`src/verilog/seq_pkg.sv`:
```
// Constants, field layout and carrier types of the optical measurement sequencer
package seq_pkg;

	// ----------------------------------------------------------------
	// Timing
	// ----------------------------------------------------------------
	localparam int CLK_PERIOD_NS = 10;                          // System clock period
	localparam int SEQ_STEP_NS   = 1000;                        // Base sequencer step, 1 us
	localparam int STEP_CLKS     = SEQ_STEP_NS / CLK_PERIOD_NS; // Clocks per base step

	// ----------------------------------------------------------------
	// Register byte offsets
	// ----------------------------------------------------------------
	localparam logic [7:0] OFS_CTRL    = 8'h00;
	localparam logic [7:0] OFS_TIMING  = 8'h04;
	localparam logic [7:0] OFS_LED     = 8'h30;
	localparam logic [7:0] OFS_ITG     = 8'h34;
	localparam logic [7:0] OFS_SDP     = 8'h38;
	localparam logic [7:0] OFS_SDM1    = 8'h3C;
	localparam logic [7:0] OFS_SDM2    = 8'h40;
	localparam logic [7:0] OFS_ADC     = 8'h44;
	localparam logic [7:0] OFS_SC      = 8'h70;
	localparam logic [7:0] OFS_SEQ_CNT = 8'h80;
	localparam logic [7:0] OFS_ADC_CNT = 8'h84;

	// ----------------------------------------------------------------
	// Field positions
	// ----------------------------------------------------------------
	localparam int CTRL_EN_BIT       = 0;
	localparam int CTRL_DEMOD_BIT    = 1;
	localparam int CTRL_SIGREF_BIT   = 2;
	localparam int CTRL_HPF_LSB      = 4;
	localparam int CTRL_PAT_A_LSB    = 8;
	localparam int CTRL_PAT_B_LSB    = 12;
	localparam int TIM_PERIOD_LSB    = 0;
	localparam int TIM_DIV_LSB       = 16;
	localparam int TIM_COUNT_LSB     = 24;
	localparam int WIN_STOP_LSB      = 0;
	localparam int WIN_START_LSB     = 16;
	localparam int ADC_BASE_LSB      = 0;
	localparam int ADC_INC_LSB       = 16;
	localparam int ADC_FRACT_LSB     = 24;
	localparam int ADC_INC_FRACT_LSB = 28;
	localparam int SC_SKIP_LSB       = 13;

	// Writable bit masks, reserved bits read as zero
	localparam logic [31:0] CTRL_MASK = 32'h0000_7737;
	localparam logic [31:0] SC_MASK   = 32'h001F_E000;

	// ----------------------------------------------------------------
	// Reset values
	// ----------------------------------------------------------------
	localparam logic [31:0] RST_ZERO = 32'h0000_0000;
	localparam logic [31:0] RST_ITG  = 32'h0001_0000;

	// ----------------------------------------------------------------
	// Emitter patterns
	// ----------------------------------------------------------------
	localparam logic [2:0] PAT_OFF    = 3'h0;
	localparam logic [2:0] PAT_ALWAYS = 3'h2;
	localparam logic [2:0] PAT_EVEN   = 3'h3;
	localparam logic [2:0] PAT_ODD    = 3'h4;

	// ----------------------------------------------------------------
	// Types
	// ----------------------------------------------------------------
	typedef enum logic {SEQ_IDLE, SEQ_RUN} seq_state_t;

	typedef struct packed {
		logic led_a;
		logic led_b;
		logic itg;
		logic adc_trig;
		logic demod_pos;
		logic demod_neg;
	} afe_ctl_t;

endpackage : seq_pkg

```
`src/verilog/window_cmp.sv`:
```
// Start/stop window comparator against the shared cycle counter
`timescale 1ns/1ps
`default_nettype none

module window_cmp #(
	parameter int W = 16
) (
	// Counter and bounds
	input  wire logic [W-1:0] i_count,
	input  wire logic [W-1:0] i_start,
	input  wire logic [W-1:0] i_stop,
	// Result
	output logic              o_active
);

	// Active from start up to, not including, stop
	assign o_active = (i_count >= i_start) && (i_count < i_stop);

endmodule : window_cmp

`default_nettype wire

```
`src/verilog/optical_measurement_sequencer.sv`:
```
// Optical measurement sequencer with Avalon-MM register slave
//
// How it works
// Sequencer cycle is divider plus one microseconds; measurement is period cycles.
// Measurement length scales linearly with the period count.
// A run performs exactly the programmed number of measurements, or one if the count is zero.
// Pattern 0 keeps an emitter off; pattern 2 drives it every measurement.
// Patterns 3 and 4 alternate the emitters, one per measurement.
// Both patterns 2 drive both emitters in the same window.
// Emitter and integrator windows follow their own start and stop counts.
// Emitter and integrator windows are independent, so they need not overlap.
// ADC sample point moves later by the increment each measurement.
// Demodulator phases only while the sequencer runs.
// Demodulator multiplier is driven positive, zero or negative from windows.
// Software sets the signal-reference enable before using the signal path.
// High-pass cutoff is a two-bit selector with four choices.
// Emitter current starts one sequencer cycle after its start count.
// ADC base writes are ignored while the sequencer enable is set.
// ADC delay and increment carry sixteenths of a sequencer cycle.
// ADC trigger skips N iterations and fires on the next.
// Cycle counter wraps at period; run stops after the last measurement.
// Windows are active from start up to but not including stop.
`timescale 1ns/1ps
`default_nettype none

module optical_measurement_sequencer (
	// Clock and reset
	input  wire logic              i_clk,
	input  wire logic              i_reset_n,
	// Avalon-MM slave
	input  wire logic [7:0]        i_address,
	input  wire logic              i_read,
	input  wire logic              i_write,
	input  wire logic [31:0]       i_writedata,
	input  wire logic [3:0]        i_byteenable,
	output logic      [31:0]       o_readdata,
	output logic                   o_waitrequest,
	// Analog front end controls
	output seq_pkg::afe_ctl_t      o_afe,
	output logic                   o_sigref_en,
	output logic      [1:0]        o_hpf_sel,
	output logic                   o_running
);
	import seq_pkg::*;

	// ----------------------------------------------------------------
	// Declarations
	// ----------------------------------------------------------------
	localparam int NWIN = 5;

	logic [31:0]  reg_ctrl;
	logic [31:0]  reg_timing;
	logic [31:0]  reg_led;
	logic [31:0]  reg_itg;
	logic [31:0]  reg_sdp;
	logic [31:0]  reg_sdm1;
	logic [31:0]  reg_sdm2;
	logic [31:0]  reg_adc;
	logic [31:0]  reg_sc;
	seq_state_t   state;
	logic [15:0]  pre_cnt;
	logic [15:0]  cycle_cnt;
	logic [7:0]   meas_cnt;
	logic [7:0]   subs_cnt;
	logic [7:0]   adc_cnt;
	logic [19:0]  adc_pos;
	logic         adc_done;
	afe_ctl_t     next_afe;
	logic [15:0]  win_start [NWIN];
	logic [15:0]  win_stop  [NWIN];
	logic [NWIN-1:0] win_hit;

	// ----------------------------------------------------------------
	// Register fields
	// ----------------------------------------------------------------
	wire         cfg_en      = reg_ctrl[CTRL_EN_BIT];
	wire         cfg_demod   = reg_ctrl[CTRL_DEMOD_BIT];
	wire [2:0]   emitter_a_pattern = reg_ctrl[CTRL_PAT_A_LSB +: 3];
	wire [2:0]   emitter_b_pattern = reg_ctrl[CTRL_PAT_B_LSB +: 3];
	wire [15:0]  cfg_period  = reg_timing[TIM_PERIOD_LSB +: 16];
	wire [7:0]   cfg_div     = reg_timing[TIM_DIV_LSB +: 8];
	wire [7:0]   cfg_count   = reg_timing[TIM_COUNT_LSB +: 8];
	wire [15:0]  adc_base    = reg_adc[ADC_BASE_LSB +: 16];
	wire [7:0]   adc_inc     = reg_adc[ADC_INC_LSB +: 8];
	wire [3:0]   adc_fract   = reg_adc[ADC_FRACT_LSB +: 4];
	wire [3:0]   adc_inc_frc = reg_adc[ADC_INC_FRACT_LSB +: 4];
	wire [7:0]   demod_skip_ratio = reg_sc[SC_SKIP_LSB +: 8];

	// ----------------------------------------------------------------
	// Bus decode
	// ----------------------------------------------------------------
	// A request is taken at the edge where waitrequest is low
	wire         wr_go  = i_write && !o_waitrequest;
	wire         req    = i_read || i_write;
	wire [31:0]  be_mask = {{8{i_byteenable[3]}}, {8{i_byteenable[2]}},
	                        {8{i_byteenable[1]}}, {8{i_byteenable[0]}}};
	wire         wr_ctrl   = wr_go && (i_address == OFS_CTRL);
	wire         wr_timing = wr_go && (i_address == OFS_TIMING);
	wire         wr_led    = wr_go && (i_address == OFS_LED);
	wire         wr_itg    = wr_go && (i_address == OFS_ITG);
	wire         wr_sdp    = wr_go && (i_address == OFS_SDP);
	wire         wr_sdm1   = wr_go && (i_address == OFS_SDM1);
	wire         wr_sdm2   = wr_go && (i_address == OFS_SDM2);
	wire         wr_adc    = wr_go && (i_address == OFS_ADC);
	wire         wr_sc     = wr_go && (i_address == OFS_SC);

	// Byte-lane merge of a write into a stored word
	function automatic logic [31:0] merge(input logic [31:0] old_v,
	                                      input logic [31:0] new_v,
	                                      input logic [31:0] mask);
		merge = (old_v & ~mask) | (new_v & mask);
	endfunction : merge

	// Base sample time is frozen while enabled
	wire [31:0]  adc_lane = cfg_en ? (be_mask & 32'hFFFF_0000) : be_mask;
	wire [31:0]  seq_status = {subs_cnt, meas_cnt, cycle_cnt};

	// Read data selection, unmapped reads return zero
	wire [31:0]  rd_mux =
		(i_address == OFS_CTRL)    ? reg_ctrl :
		(i_address == OFS_TIMING)  ? reg_timing :
		(i_address == OFS_LED)     ? reg_led :
		(i_address == OFS_ITG)     ? reg_itg :
		(i_address == OFS_SDP)     ? reg_sdp :
		(i_address == OFS_SDM1)    ? reg_sdm1 :
		(i_address == OFS_SDM2)    ? reg_sdm2 :
		(i_address == OFS_ADC)     ? reg_adc :
		(i_address == OFS_SC)      ? reg_sc :
		(i_address == OFS_SEQ_CNT) ? seq_status :
		(i_address == OFS_ADC_CNT) ? {24'h00_0000, adc_cnt} : RST_ZERO;

	// ----------------------------------------------------------------
	// Sequencer timebase
	// ----------------------------------------------------------------
	// One sequencer cycle is (div + 1) base steps
	wire [15:0]  step_len = 16'(({8'h00, cfg_div} + 16'h0001) * 16'(STEP_CLKS));
	wire         run      = (state == SEQ_RUN);
	wire         tick     = run && (pre_cnt == step_len - 16'h0001);
	wire         meas_end = tick && ((cycle_cnt + 16'h0001) >= cfg_period);
	wire         last_meas = (({1'b0, meas_cnt} + 9'h001) >= {1'b0, cfg_count});
	wire         seq_done = meas_end && last_meas;

	// ----------------------------------------------------------------
	// Windows
	// ----------------------------------------------------------------
	// Emitter current lags its start by one sequencer cycle
	assign win_start[0] = 16'(reg_led[WIN_START_LSB +: 16] + 16'h0001);
	assign win_stop[0]  = reg_led[WIN_STOP_LSB +: 16];
	assign win_start[1] = reg_itg[WIN_START_LSB +: 16];
	assign win_stop[1]  = reg_itg[WIN_STOP_LSB +: 16];
	assign win_start[2] = reg_sdp[WIN_START_LSB +: 16];
	assign win_stop[2]  = reg_sdp[WIN_STOP_LSB +: 16];
	assign win_start[3] = reg_sdm1[WIN_START_LSB +: 16];
	assign win_stop[3]  = reg_sdm1[WIN_STOP_LSB +: 16];
	assign win_start[4] = reg_sdm2[WIN_START_LSB +: 16];
	assign win_stop[4]  = reg_sdm2[WIN_STOP_LSB +: 16];

	// One comparator per window, all on the shared counter
	for (genvar g = 0; g < NWIN; g++) begin : g_win
		window_cmp #(.W(16)) u_win (
			.i_count  (cycle_cnt),
			.i_start  (win_start[g]),
			.i_stop   (win_stop[g]),
			.o_active (win_hit[g])
		);
	end

	// Emitter selection by pattern and measurement parity
	wire         meas_even = ~meas_cnt[0];
	wire         emit_a_on = (emitter_a_pattern == PAT_ALWAYS) ||
	                         ((emitter_a_pattern == PAT_EVEN) && meas_even) ||
	                         ((emitter_a_pattern == PAT_ODD) && !meas_even);
	wire         emit_b_on = (emitter_b_pattern == PAT_ALWAYS) ||
	                         ((emitter_b_pattern == PAT_EVEN) && meas_even) ||
	                         ((emitter_b_pattern == PAT_ODD) && !meas_even);

	// ADC sample point in sixteenths of a sequencer cycle
	wire         adc_slot = (cycle_cnt == adc_pos[19:4]);
	wire         frac_ok  = ({pre_cnt, 4'h0} >= (20'(adc_pos[3:0]) * 20'(step_len)));
	wire         adc_fire = run && adc_slot && frac_ok && !adc_done &&
	                        (subs_cnt == demod_skip_ratio);

	// Demodulator phases only while running and enabled
	wire         dm_gate = run && cfg_demod;
	wire         dm_pos  = dm_gate && win_hit[2];
	wire         dm_neg  = dm_gate && !win_hit[2] && (win_hit[3] || win_hit[4]);

	assign next_afe = '{
		led_a:     run && win_hit[0] && emit_a_on,
		led_b:     run && win_hit[0] && emit_b_on,
		itg:       run && win_hit[1],
		adc_trig:  adc_fire,
		demod_pos: dm_pos,
		demod_neg: dm_neg
	};

	// ----------------------------------------------------------------
	// Bus slave
	// ----------------------------------------------------------------
	// One wait cycle per request, read data caught with the answer
	always_ff @(posedge i_clk or negedge i_reset_n) begin
		if (!i_reset_n) begin
			o_waitrequest <= 1'b1;
			o_readdata    <= RST_ZERO;
		end else begin
			o_waitrequest <= !(req && o_waitrequest);
			if (i_read && o_waitrequest) begin
				o_readdata <= rd_mux;
			end
		end
	end

	// Configuration words; a software write to control beats the end-of-run clear
	always_ff @(posedge i_clk or negedge i_reset_n) begin
		if (!i_reset_n) begin
			reg_ctrl   <= RST_ZERO;
			reg_timing <= RST_ZERO;
			reg_led    <= RST_ZERO;
			reg_itg    <= RST_ITG;
			reg_sdp    <= RST_ZERO;
			reg_sdm1   <= RST_ZERO;
			reg_sdm2   <= RST_ZERO;
			reg_adc    <= RST_ZERO;
			reg_sc     <= RST_ZERO;
		end else begin
			if (wr_ctrl) begin
				reg_ctrl <= merge(reg_ctrl, i_writedata, be_mask) & CTRL_MASK;
			end else if (seq_done) begin
				reg_ctrl[CTRL_EN_BIT] <= 1'b0;
			end
			if (wr_timing) reg_timing <= merge(reg_timing, i_writedata, be_mask);
			if (wr_led)    reg_led    <= merge(reg_led, i_writedata, be_mask);
			if (wr_itg)    reg_itg    <= merge(reg_itg, i_writedata, be_mask);
			if (wr_sdp)    reg_sdp    <= merge(reg_sdp, i_writedata, be_mask);
			if (wr_sdm1)   reg_sdm1   <= merge(reg_sdm1, i_writedata, be_mask);
			if (wr_sdm2)   reg_sdm2   <= merge(reg_sdm2, i_writedata, be_mask);
			if (wr_adc)    reg_adc    <= merge(reg_adc, i_writedata, adc_lane);
			if (wr_sc)     reg_sc     <= merge(reg_sc, i_writedata, be_mask) & SC_MASK;
		end
	end

	// ----------------------------------------------------------------
	// Run control
	// ----------------------------------------------------------------
	// Idle until enabled; stop on clear or after the last measurement
	always_ff @(posedge i_clk or negedge i_reset_n) begin
		if (!i_reset_n) begin
			state <= SEQ_IDLE;
		end else begin
			case (state)
				SEQ_IDLE: if (cfg_en) state <= SEQ_RUN;
				SEQ_RUN:  if (!cfg_en || seq_done) state <= SEQ_IDLE;
				default:  state <= SEQ_IDLE;
			endcase
		end
	end

	// Clock prescaler and cycle counter
	always_ff @(posedge i_clk or negedge i_reset_n) begin
		if (!i_reset_n) begin
			pre_cnt   <= 16'h0000;
			cycle_cnt <= 16'h0000;
		end else if (!run) begin
			pre_cnt   <= 16'h0000;
			cycle_cnt <= 16'h0000;
		end else if (tick) begin
			pre_cnt   <= 16'h0000;
			cycle_cnt <= meas_end ? 16'h0000 : cycle_cnt + 16'h0001;
		end else begin
			pre_cnt   <= pre_cnt + 16'h0001;
		end
	end

	// Measurement, subsampling and ADC bookkeeping
	always_ff @(posedge i_clk or negedge i_reset_n) begin
		if (!i_reset_n) begin
			meas_cnt <= 8'h00;
			subs_cnt <= 8'h00;
			adc_cnt  <= 8'h00;
			adc_pos  <= 20'h0_0000;
			adc_done <= 1'b0;
		end else if (!run) begin
			meas_cnt <= 8'h00;
			subs_cnt <= 8'h00;
			adc_pos  <= {adc_base, adc_fract};
			adc_done <= 1'b0;
			if (cfg_en) adc_cnt <= 8'h00;
		end else begin
			if (adc_fire) adc_cnt <= adc_cnt + 8'h01;
			if (meas_end) begin
				meas_cnt <= meas_cnt + 8'h01;
				subs_cnt <= (subs_cnt == demod_skip_ratio) ? 8'h00 : subs_cnt + 8'h01;
				adc_pos  <= adc_pos + 20'({adc_inc, adc_inc_frc});
				adc_done <= 1'b0;
			end else if (adc_fire) begin
				adc_done <= 1'b1;
			end
		end
	end

	// Registered front-end outputs
	always_ff @(posedge i_clk or negedge i_reset_n) begin
		if (!i_reset_n) begin
			o_afe       <= '0;
			o_sigref_en <= 1'b0;
			o_hpf_sel   <= 2'h0;
			o_running   <= 1'b0;
		end else begin
			o_afe       <= next_afe;
			o_sigref_en <= reg_ctrl[CTRL_SIGREF_BIT];
			o_hpf_sel   <= reg_ctrl[CTRL_HPF_LSB +: 2];
			o_running   <= run;
		end
	end
endmodule : optical_measurement_sequencer

`default_nettype wire

```
`config.mk`:
```
export PLATFORM = sky130hd
export DESIGN_NAME = optical_measurement_sequencer
export DESIGN_NICKNAME = d
export VERILOG_FILES = /design/src/verilog/seq_pkg.sv /design/src/verilog/window_cmp.sv /design/src/verilog/optical_measurement_sequencer.sv
export SDC_FILE = /design/constraint.sdc
export NUM_CORES = 1
export LEC_CHECK = 0
export CORE_AREA = 2 2 244 246
export CTS_CLUSTER_DIAMETER = 40
export DETAILED_ROUTE_END_ITERATION = 7
export DIE_AREA = 0 0 246 248
export DONT_BUFFER_PORTS = 1
export PLACE_DENSITY = 0.59
export SYNTH_ARGS = -nofsm -noshare
export SYNTH_HDL_FRONTEND = slang
export SYNTH_SLANG_ARGS = --single-unit
```
`constraint.sdc`:
```
create_clock -name i_clk -period 8.93 [get_ports i_clk]
set_input_delay 0.893 -clock i_clk [delete_from_list [all_inputs] [get_ports i_clk]]
set_output_delay 0.893 -clock i_clk [all_outputs]
set_load 0.02 [all_outputs]
```
After elaboration in Yosys (flattened, before gate mapping). Index checks and enable logic that the tools add are counted.

Bitwise operators: 24. Reduce and logical (&&, ||, !) cells: 52. Divide/modulo/power cells: 0. Muxes and demuxes: 35. Shift operators: 0. $lt $le $gt $ge: 13. Add/sub/neg operators: 10. $mul: 2. Equality and inequality tests: 23.

Operators with widths (count): 32-bit two-way mux (10); 32-bit bitwise AND (9); 32-bit OR (7); 16-bit >= comparator (6); 16-bit two-way mux (6); 16-bit < comparator (5); 8-bit two-way mux (9); 32-bit NOT (2); 16-bit by 1-bit adder with 16-bit output, second input constant (3); 20-bit two-way mux (2); 1-bit logical AND (36); 16-bit == test (2); 8-bit by 6-bit == test with 1-bit output, second input constant (4); 8-bit by 1-bit adder with 8-bit output, second input constant (3); 8-bit by 7-bit == test with 1-bit output, second input constant (3); 21-bit bitwise AND (1); 21-bit OR (1); 20-bit by 12-bit adder with 20-bit output (1); 20-bit >= comparator (1); 8-bit by 1-bit adder with 9-bit output, second input constant (2); 4-bit by 14-bit multiplier with 18-bit output (1); 8-bit == test, second input constant (2); 16-bit by 1-bit subtractor with 16-bit output, second input constant (1); 15-bit bitwise AND (1); other kinds (17) (41).

Bits in registers: 364. Bits in read-only memories: 0. Memory bits (writable): 0. Memories kept: 0. Output and inout bits: 43. Bits in latches: 0. Word-level logic and storage cells: 188. Input port bits: 48.

Depth between registers and ports, before layout. Gate-level depths: netlist (run 1).

Depth in word-level cells: 12. Mapped depth: 37. Depth with buffers taken out: 34.

Hierarchy. Synthesis (run 1) repeated with hierarchy kept, for this count alone.

Cell total of the unflattened synthesis: 2592. Area total of the unflattened synthesis: 25323.0 um^2.

By module, submodules not included: optical_measurement_sequencer (area an instance 21538.2 um^2, sequential area each 9111.2 um^2, times used 1, cells each 2057); window_cmp (area an instance 757.0 um^2, sequential area each 0.0 um^2, times used 5, cells each 107).

Worst setup path before layout (run 1). No wires, ideal clock.

Path kind: reg-to-reg. From: register (tool-made name). To: register adc_cnt[7]. Period minus slack after synthesis: 7.588 ns. Buffers on the path: 2. Library setup time: 0.079 ns. Data arrival time: 7.508 ns. Path slack: 1.342 ns. Stages on the path, launching flop included: 36. Cell sequence: dfrtp_1 -> buf_4 -> inv_1 -> ha_1 -> inv_1 -> ha_1 -> ha_1 -> inv_1 -> fa_1 -> inv_1 -> ha_1 -> buf_2 -> a211oi_2 -> nor2_1 -> xor2_1 -> and2_1 -> fa_1 -> inv_1 -> fa_1 -> inv_1 -> ha_1 -> o21ai_0 -> a21oi_1 -> or4_1 -> a31o_2 -> a21oi_1 -> xor2_1 -> ha_1 -> o21ai_0 -> nand2b_1 -> nand4_1 -> nor4_1 -> a21boi_0 -> a41oi_1 -> nor4b_1 -> mux2i_1.

RTL lines: end signal: assignment (line optical_measurement_sequencer.sv:289) `if (adc_fire) adc_cnt <= adc_cnt + 8'h01;`; end: declaration (line optical_measurement_sequencer.sv:65) `logic [7:0] adc_cnt;`.

==> results of run 1 <==
[path summary, 6_finish.rpt]
check | from | slack [ns] | end
max in group asynchronous | i_reset_n | 7.35 | adc_cnt[1]
setup / recovery | register | 0.49 | adc_cnt[7]
min in group i_clk | i_read | 0.34 | o_waitrequest
setup reg to reg | register | 0.49 | adc_cnt[7]
hold reg to reg | register | 0.40 | o_sigref_en
hold / removal | i_reset_n | 0.04 | o_readdata[16]
[Yosys cell counts, types with 5 or more instances]
master,n,area (µm²)
a2111oi_0,6,52.55
a211o_1,12,105.1
a211oi_1,15,112.6
a21boi_0,7,52.55
a21o_1,61,457.9
a21oi_1,93,465.5
a221oi_1,30,262.8
a222oi_1,23,230.2
a22o_1,14,122.6
a22oi_1,24,180.2
a31oi_1,22,137.6
a41oi_1,16,140.1
and2_1,40,250.2
and3_1,35,219.0
buf_2,5,25.02
clkbuf_1,72,270.3
dfrtp_1,362,9059
fa_1,29,580.6
ha_1,266,3328
inv_1,240,900.9
mux2_2,214,2410
mux2i_1,30,300.3
nand2_1,185,694.4
nand2b_1,36,225.2
nand3_1,56,280.3
nand4_1,28,175.2
nor2_1,132,495.5
nor2b_1,30,187.7
nor3_1,25,125.1
nor3b_1,8,60.06
nor4_1,10,62.56
o2111ai_1,6,52.55
o211ai_1,11,82.58
o21a_1,11,82.58
o21ai_0,119,595.6
o21ai_1,17,85.08
o22ai_1,5,31.28
or3_1,6,37.54
xnor2_1,68,595.6
xor2_1,74,648.1
[cell type report]
cell class,count,area share
clock buffer,95,0.07248
multi-input combinational,1824,0.5130
inverter,241,0.03180
clock inverter,38,0.02036
antenna,1,0.00008796
timing repair buffer,28,0.007916
tap,773,0.03400
sequential,364,0.3204
[repair_timing]
item	4_1_cts	5_1_grt
hold buffers	2	0
endpoints found under the hold margin	25	0
endpoints found under the setup margin	0	9
buffers inserted	0	0
gates resized for setup	0	15
[kinds of logic after synthesis]
logic type	after synthesis	synth area share
AOI/OAI and AO/OA	524	0.1425
xor gates and xnor gates	143	0.05065
adders and majority gates	295	0.1571
buffers and inverters	329	0.05155
DFF	364	0.3662
muxes	245	0.1095
and+or+nand+nor	617	0.1224
[placed cells by master, fill, tap and decap left out, types with 17 or more instances in the layout]
cell | netlist | final
dfrtp_1 | 362 | 359
ha_1 | 266 | 266
inv_1 | 240 | 240
mux2_2 | 214 | 214
nand2_1 | 185 | 185
nor2_1 | 132 | 130
o21ai_0 | 119 | 119
a21oi_1 | 93 | 93
clkbuf_16 | 0 | 75
xor2_1 | 74 | 73
xnor2_1 | 68 | 67
a21o_1 | 61 | 61
nand3_1 | 56 | 55
and2_1 | 40 | 39
nand2b_1 | 36 | 36
and3_1 | 35 | 35
nor2b_1 | 30 | 30
a221oi_1 | 30 | 30
mux2i_1 | 30 | 30
fa_1 | 29 | 29
nand4_1 | 28 | 28
buf_4 | 3 | 26
a22oi_1 | 24 | 23
a222oi_1 | 23 | 23
a31oi_1 | 22 | 22
nor3_1 | 25 | 20
o21ai_1 | 17 | 17
[per-stage QoR]
stage / utilization / hold WS, ns / TNS [ns]
after global placement: 0.4396 / 0.3905 / 0
after floorplan: - / 0.3519 / 0
after detailed placement: 0.4396 / 0.3858 / 0
after CTS: 0.4853 / 0.001117 / 0
after global routing: 0.4866 / 0.01652 / -0.01071
final: 0.4866 / 0.04437 / 0
[routing by layer]
layer | routed length (µm) | up-vias | GRT usage
met2 | 36300 | 594 | 0.4220
li1 | - | 9046 | -
met3 | 4793 | 179 | 0.05536
met4 | 3045 | 4 | 0.1062
met5 | 30 | - | 0
met1 | 32730 | 9795 | 0.3262
[power breakdown]
part / internal [µW] / switching [µW] / total [µW]
registers: 1750 / 187 / 1940
clock network: 1960 / 979 / 2940
logic: 348 / 466 / 814
==> flow_metrics.tcl, run 1 <==
set metrics [dict create \
    insertion_delay_ns 0.63 \
    core_area_um2 58460 \
    required_ns 9.46 \
    final_cell_area_um2 28450 \
    hpwl_um 54730 \
    maxSlewViolCount 161 \
    ys_seq_area_frac 0.3662 \
    end_kind "register" \
    clock_tree.root_cell "clkbuf_16" \
    drtPass1Iterations 7 \
    instances_no_fill 3364 \
    tightest_slew_ns 1.997 \
    cp-start-kind "register" \
    grt_overflow 0 \
    grt_pass1_vias 20230 \
    pin_count 91 \
    seqCellArea_um2 9115 \
    cts.sinks 364 \
    start_util 0.4255 \
    via_count 19620 \
    maxCapViolations 0 \
    track_usage 0.2563 \
    pre_cts_slack_ns 0.1132 \
    clk_path_buf_depth 3 \
    synth-edff-count 0 \
    gp_congestion 0.9110 \
    worst-path-max-fanout 14 \
    max_freq_ghz 0.1185 \
    status "finished, violations left" \
    fin_crit_ns 8.440 \
    critPathArrivalTime_ns 8.97 \
    min_period_over_period 0.9452 \
    slowest_delay_ns 0.57 \
    multi_input_area_um2 14590 \
    die_w_um 246 \
    drive_above_1_share 0.1556 \
    vdd_drop_max_mv 0.1873 \
    synth_warnings 0 \
    cp_num_cells 32 \
    final.setup.worst_slack_ns 0.4895 \
    vias_per_cell 5.832 \
    cts.htree.levels 3 \
    clkTransAtPathRegs_ns 0.05 \
    dieArea_um2 61010 \
    ys_ff_latch 364 \
    static-leakage-power_uw 0.01368 \
    dp_cells 3228 \
    slowest_stage "or4_1" \
    violations "slew limit" \
    min_path_type "in2async" \
    die_y_um 248 \
    hold_violations 0 \
    synth_area_um2 24880 \
    syn_inst 2517 \
    setup_viol 0 \
    ant_nets 0 \
    syn-num-nets 2860 \
    rows 89 \
    route.detailed.drc 0 \
    synth_area_per_cell_um2 9.884 \
    grt_pass1_wl_um 119500 \
    cpMostUsedCell "ha_1" \
    drt_wl_total_um 76900 \
    finalClockSkew_ns 0.04080 \
    ys_types 83 \
    area_delta_synth_final_pct 14.36 \
    cts_buffers 73 \
    drt_iter0_drc 1521 \
    power_uw 5687 \
    antenna_found_initial 2 \
    cts_tree "built" \
    async_flop_share 1.000 \
    crit_type "reg2reg" \
    post_drt_wl_per_cell_um 22.86 \
    nNetsFinal 2875 \
    fillCellCount 5429 \
    dpl-instance-area_um2 25700 \
    synth_ff_type "dfrtp_1" \
    io_buffers 0 \
    power.density_nw_per_um2 199.9 \
    cp_top_family "adder cells" \
    grt_max_degree 338 \
    slew_headroom -0.3311 \
    critPathBufInv 4 \
    reg2regPathDepth 32 \
]
Note: power is estimated with default switching activity, not from simulation.
==> run 2, diff against run 1 <==
--- a/config.mk
+++ b/config.mk
@@ -6,6 +6,7 @@
 export NUM_CORES = 1
 export LEC_CHECK = 0
 export CORE_AREA = 2 2 244 246
+export CTS_BUF_LIST = sky130_fd_sc_hd__clkbuf_4 sky130_fd_sc_hd__clkbuf_8
 export CTS_CLUSTER_DIAMETER = 40
 export DETAILED_ROUTE_END_ITERATION = 7
 export DIE_AREA = 0 0 246 248
==> run 2 against run 1 <==
Against the previous run: the flow still finishes with violations (slew limit); global-route usage fell by 0.32 points; register-to-register slack better by 0.02 ns; die area unchanged; worst setup slack better by 0.017 ns; total power fell by 15%; count of clock-buffer cells in the layout grew 23; flip-flop and latch count stayed put; first-iteration DRC count grew 5.9%; sequential share of layout area grew 0.96 points.
==> flow_metrics.tcl, run 2 (synthesis gave the netlist of run 1 again) <==
set metrics [dict create \
    slew_headroom -0.07391 \
    grt_pass1_vias 20160 \
    drtPass1Iterations 8 \
    dpl-instance-area_um2 25700 \
    insertion_delay_ns 0.68 \
    clock_tree.root_cell "clkbuf_8" \
    final_common_cell "dfrtp_1" \
    mostFrequentLayoutCells "dfrtp_1 (359), ha_1 (266), inv_1 (240), mux2_2 (214), nand2_1 (185)" \
    max_freq_ghz 0.1187 \
    vdd_drop_max_mv 0.1287 \
    setup_viol 0 \
    drt_iter0_drc 1611 \
    hpwl_um 54730 \
    worst-path-max-fanout 14 \
    multi_input_area_um2 14590 \
    cp-start-kind "register" \
    slowest_delay_ns 0.57 \
    fin_crit_ns 8.423 \
    route.detailed.drc 0 \
    clkTransAtPathRegs_ns 0.06 \
    antenna_found_initial 3 \
    status "finished, violations left" \
    critPathArrivalTime_ns 9.02 \
    maxSlewViolCount 207 \
    min_period_over_period 0.9433 \
    static-leakage-power_uw 0.01336 \
    postCtsSetupBuffers 0 \
    cts_tree "built" \
    vias_per_cell 5.776 \
    reg2reg_to "adc_cnt[7]" \
    cts.htree.levels 3 \
    die_w_um 246 \
    pin_count 91 \
    grt_max_degree 365 \
    grt_overflow 0 \
    cts.sinks 364 \
    hold_ws_ns 0.07086 \
    cpMostUsedCell "ha_1" \
    drt_wl_total_um 76660 \
    start_util 0.4255 \
    nNetsFinal 2881 \
    maxCapViolations 0 \
    required_ns 9.53 \
    area_delta_synth_final_pct 11.03 \
    post_drt_wl_per_cell_um 22.75 \
    dieArea_um2 61010 \
    power.density_nw_per_um2 175.5 \
    grt_pass1_wl_um 118500 \
    die_y_um 248 \
    r2r_setup_slack_ns 0.51 \
    final_cell_area_um2 27620 \
    tightest_slew_ns 1.611 \
    core_area_um2 58460 \
    io_buffers 0 \
    track_usage 0.2531 \
    finalClockSkew_ns 0.06109 \
    min_path_type "in2async" \
    clk_path_buf_depth 3 \
    drive_above_1_share 0.1607 \
    tns_ns 0 \
    violations "slew limit" \
    fillCellCount 5562 \
    gp_congestion 0.9110 \
    via_count 19460 \
    ant_nets 0 \
    reg2regPathDepth 32 \
    crit_type "reg2reg" \
    seqCellArea_um2 9115 \
    cts_buffers 79 \
    end_kind "register" \
    rows 89 \
    slowest_stage "or4_1" \
    rsz0062_at_grt "false" \
    hold_violations 0 \
]
==> run 2: final cells by class <==
cell class	count	area share
Multi-Input combinational cell	1824	0.5282
Sequential cell	364	0.3300
Clock buffer	118	0.05449
Tap cell	773	0.03502
Inverter	241	0.03275
Clock inverter	20	0.01033
Timing Repair Buffer	28	0.009060
Antenna cell	2	0.0001812
==> run 2: worst max path at each step <==
stage                     cells past startpoint      from    endpoint
after global routing                         33  register  adc_cnt[7]
after floorplan                              35  register  adc_cnt[7]
after global placement                       31  register  adc_cnt[7]
after detailed placement                     32  register  adc_cnt[7]
final                                        32  register  adc_cnt[7]
after CTS                                    32  register  adc_cnt[7]
==> run 2: worst max-delay path: cells and delay by family (launching register included) <==
family | cells | cell delay, ns
XOR/XNOR | 3 | 0.77
AND/OR/NAND/NOR | 9 | 2.30
flip-flops | 1 | 0.46
buffers and inverters | 4 | 0.18
multiplexers | 1 | 0.21
adder cells (fa/ha/maj) | 8 | 2.92
AO/OA/AOI/OAI | 7 | 1.48
==> run 2: metal layers <==
layer,global-route usage,up-vias,part of all wire
li1,-,9032,-
met1,0.3205,9739,0.44
met2,0.4177,528,0.47
met3,0.05882,161,0.058
met4,0.1004,4,0.035
met5,0,-,0.00035
==> run 2: what timing repair did <==
| item | 4_1_cts | 5_1_grt |
|---|---|---|
| hold endpoints to repair | 362 | 113 |
| endpoints found under the setup margin | 0 | 9 |
| gates resized for setup | 0 | 14 |
==> run 2: where the power goes <==
group          internal, µW  switching [µW]
Combinational           348             493
Clock                  1250             816
Sequential             1750             187
Total                  3350            1500
==> run 2: stage by stage <==
stage / utilization / power (µW) / cells / setup slack, ns
after floorplan: - / 2516 / 2517 / 1.342
after global placement: 0.4396 / 2737 / 3228 / 0.4119
after detailed placement: 0.4396 / 2756 / 3228 / 0.1132
after CTS: 0.4702 / 4844 / 3366 / 0.1102
after global routing: 0.4724 / 5104 / 3368 / 0.03691
final: 0.4725 / 4847 / 3370 / 0.5066
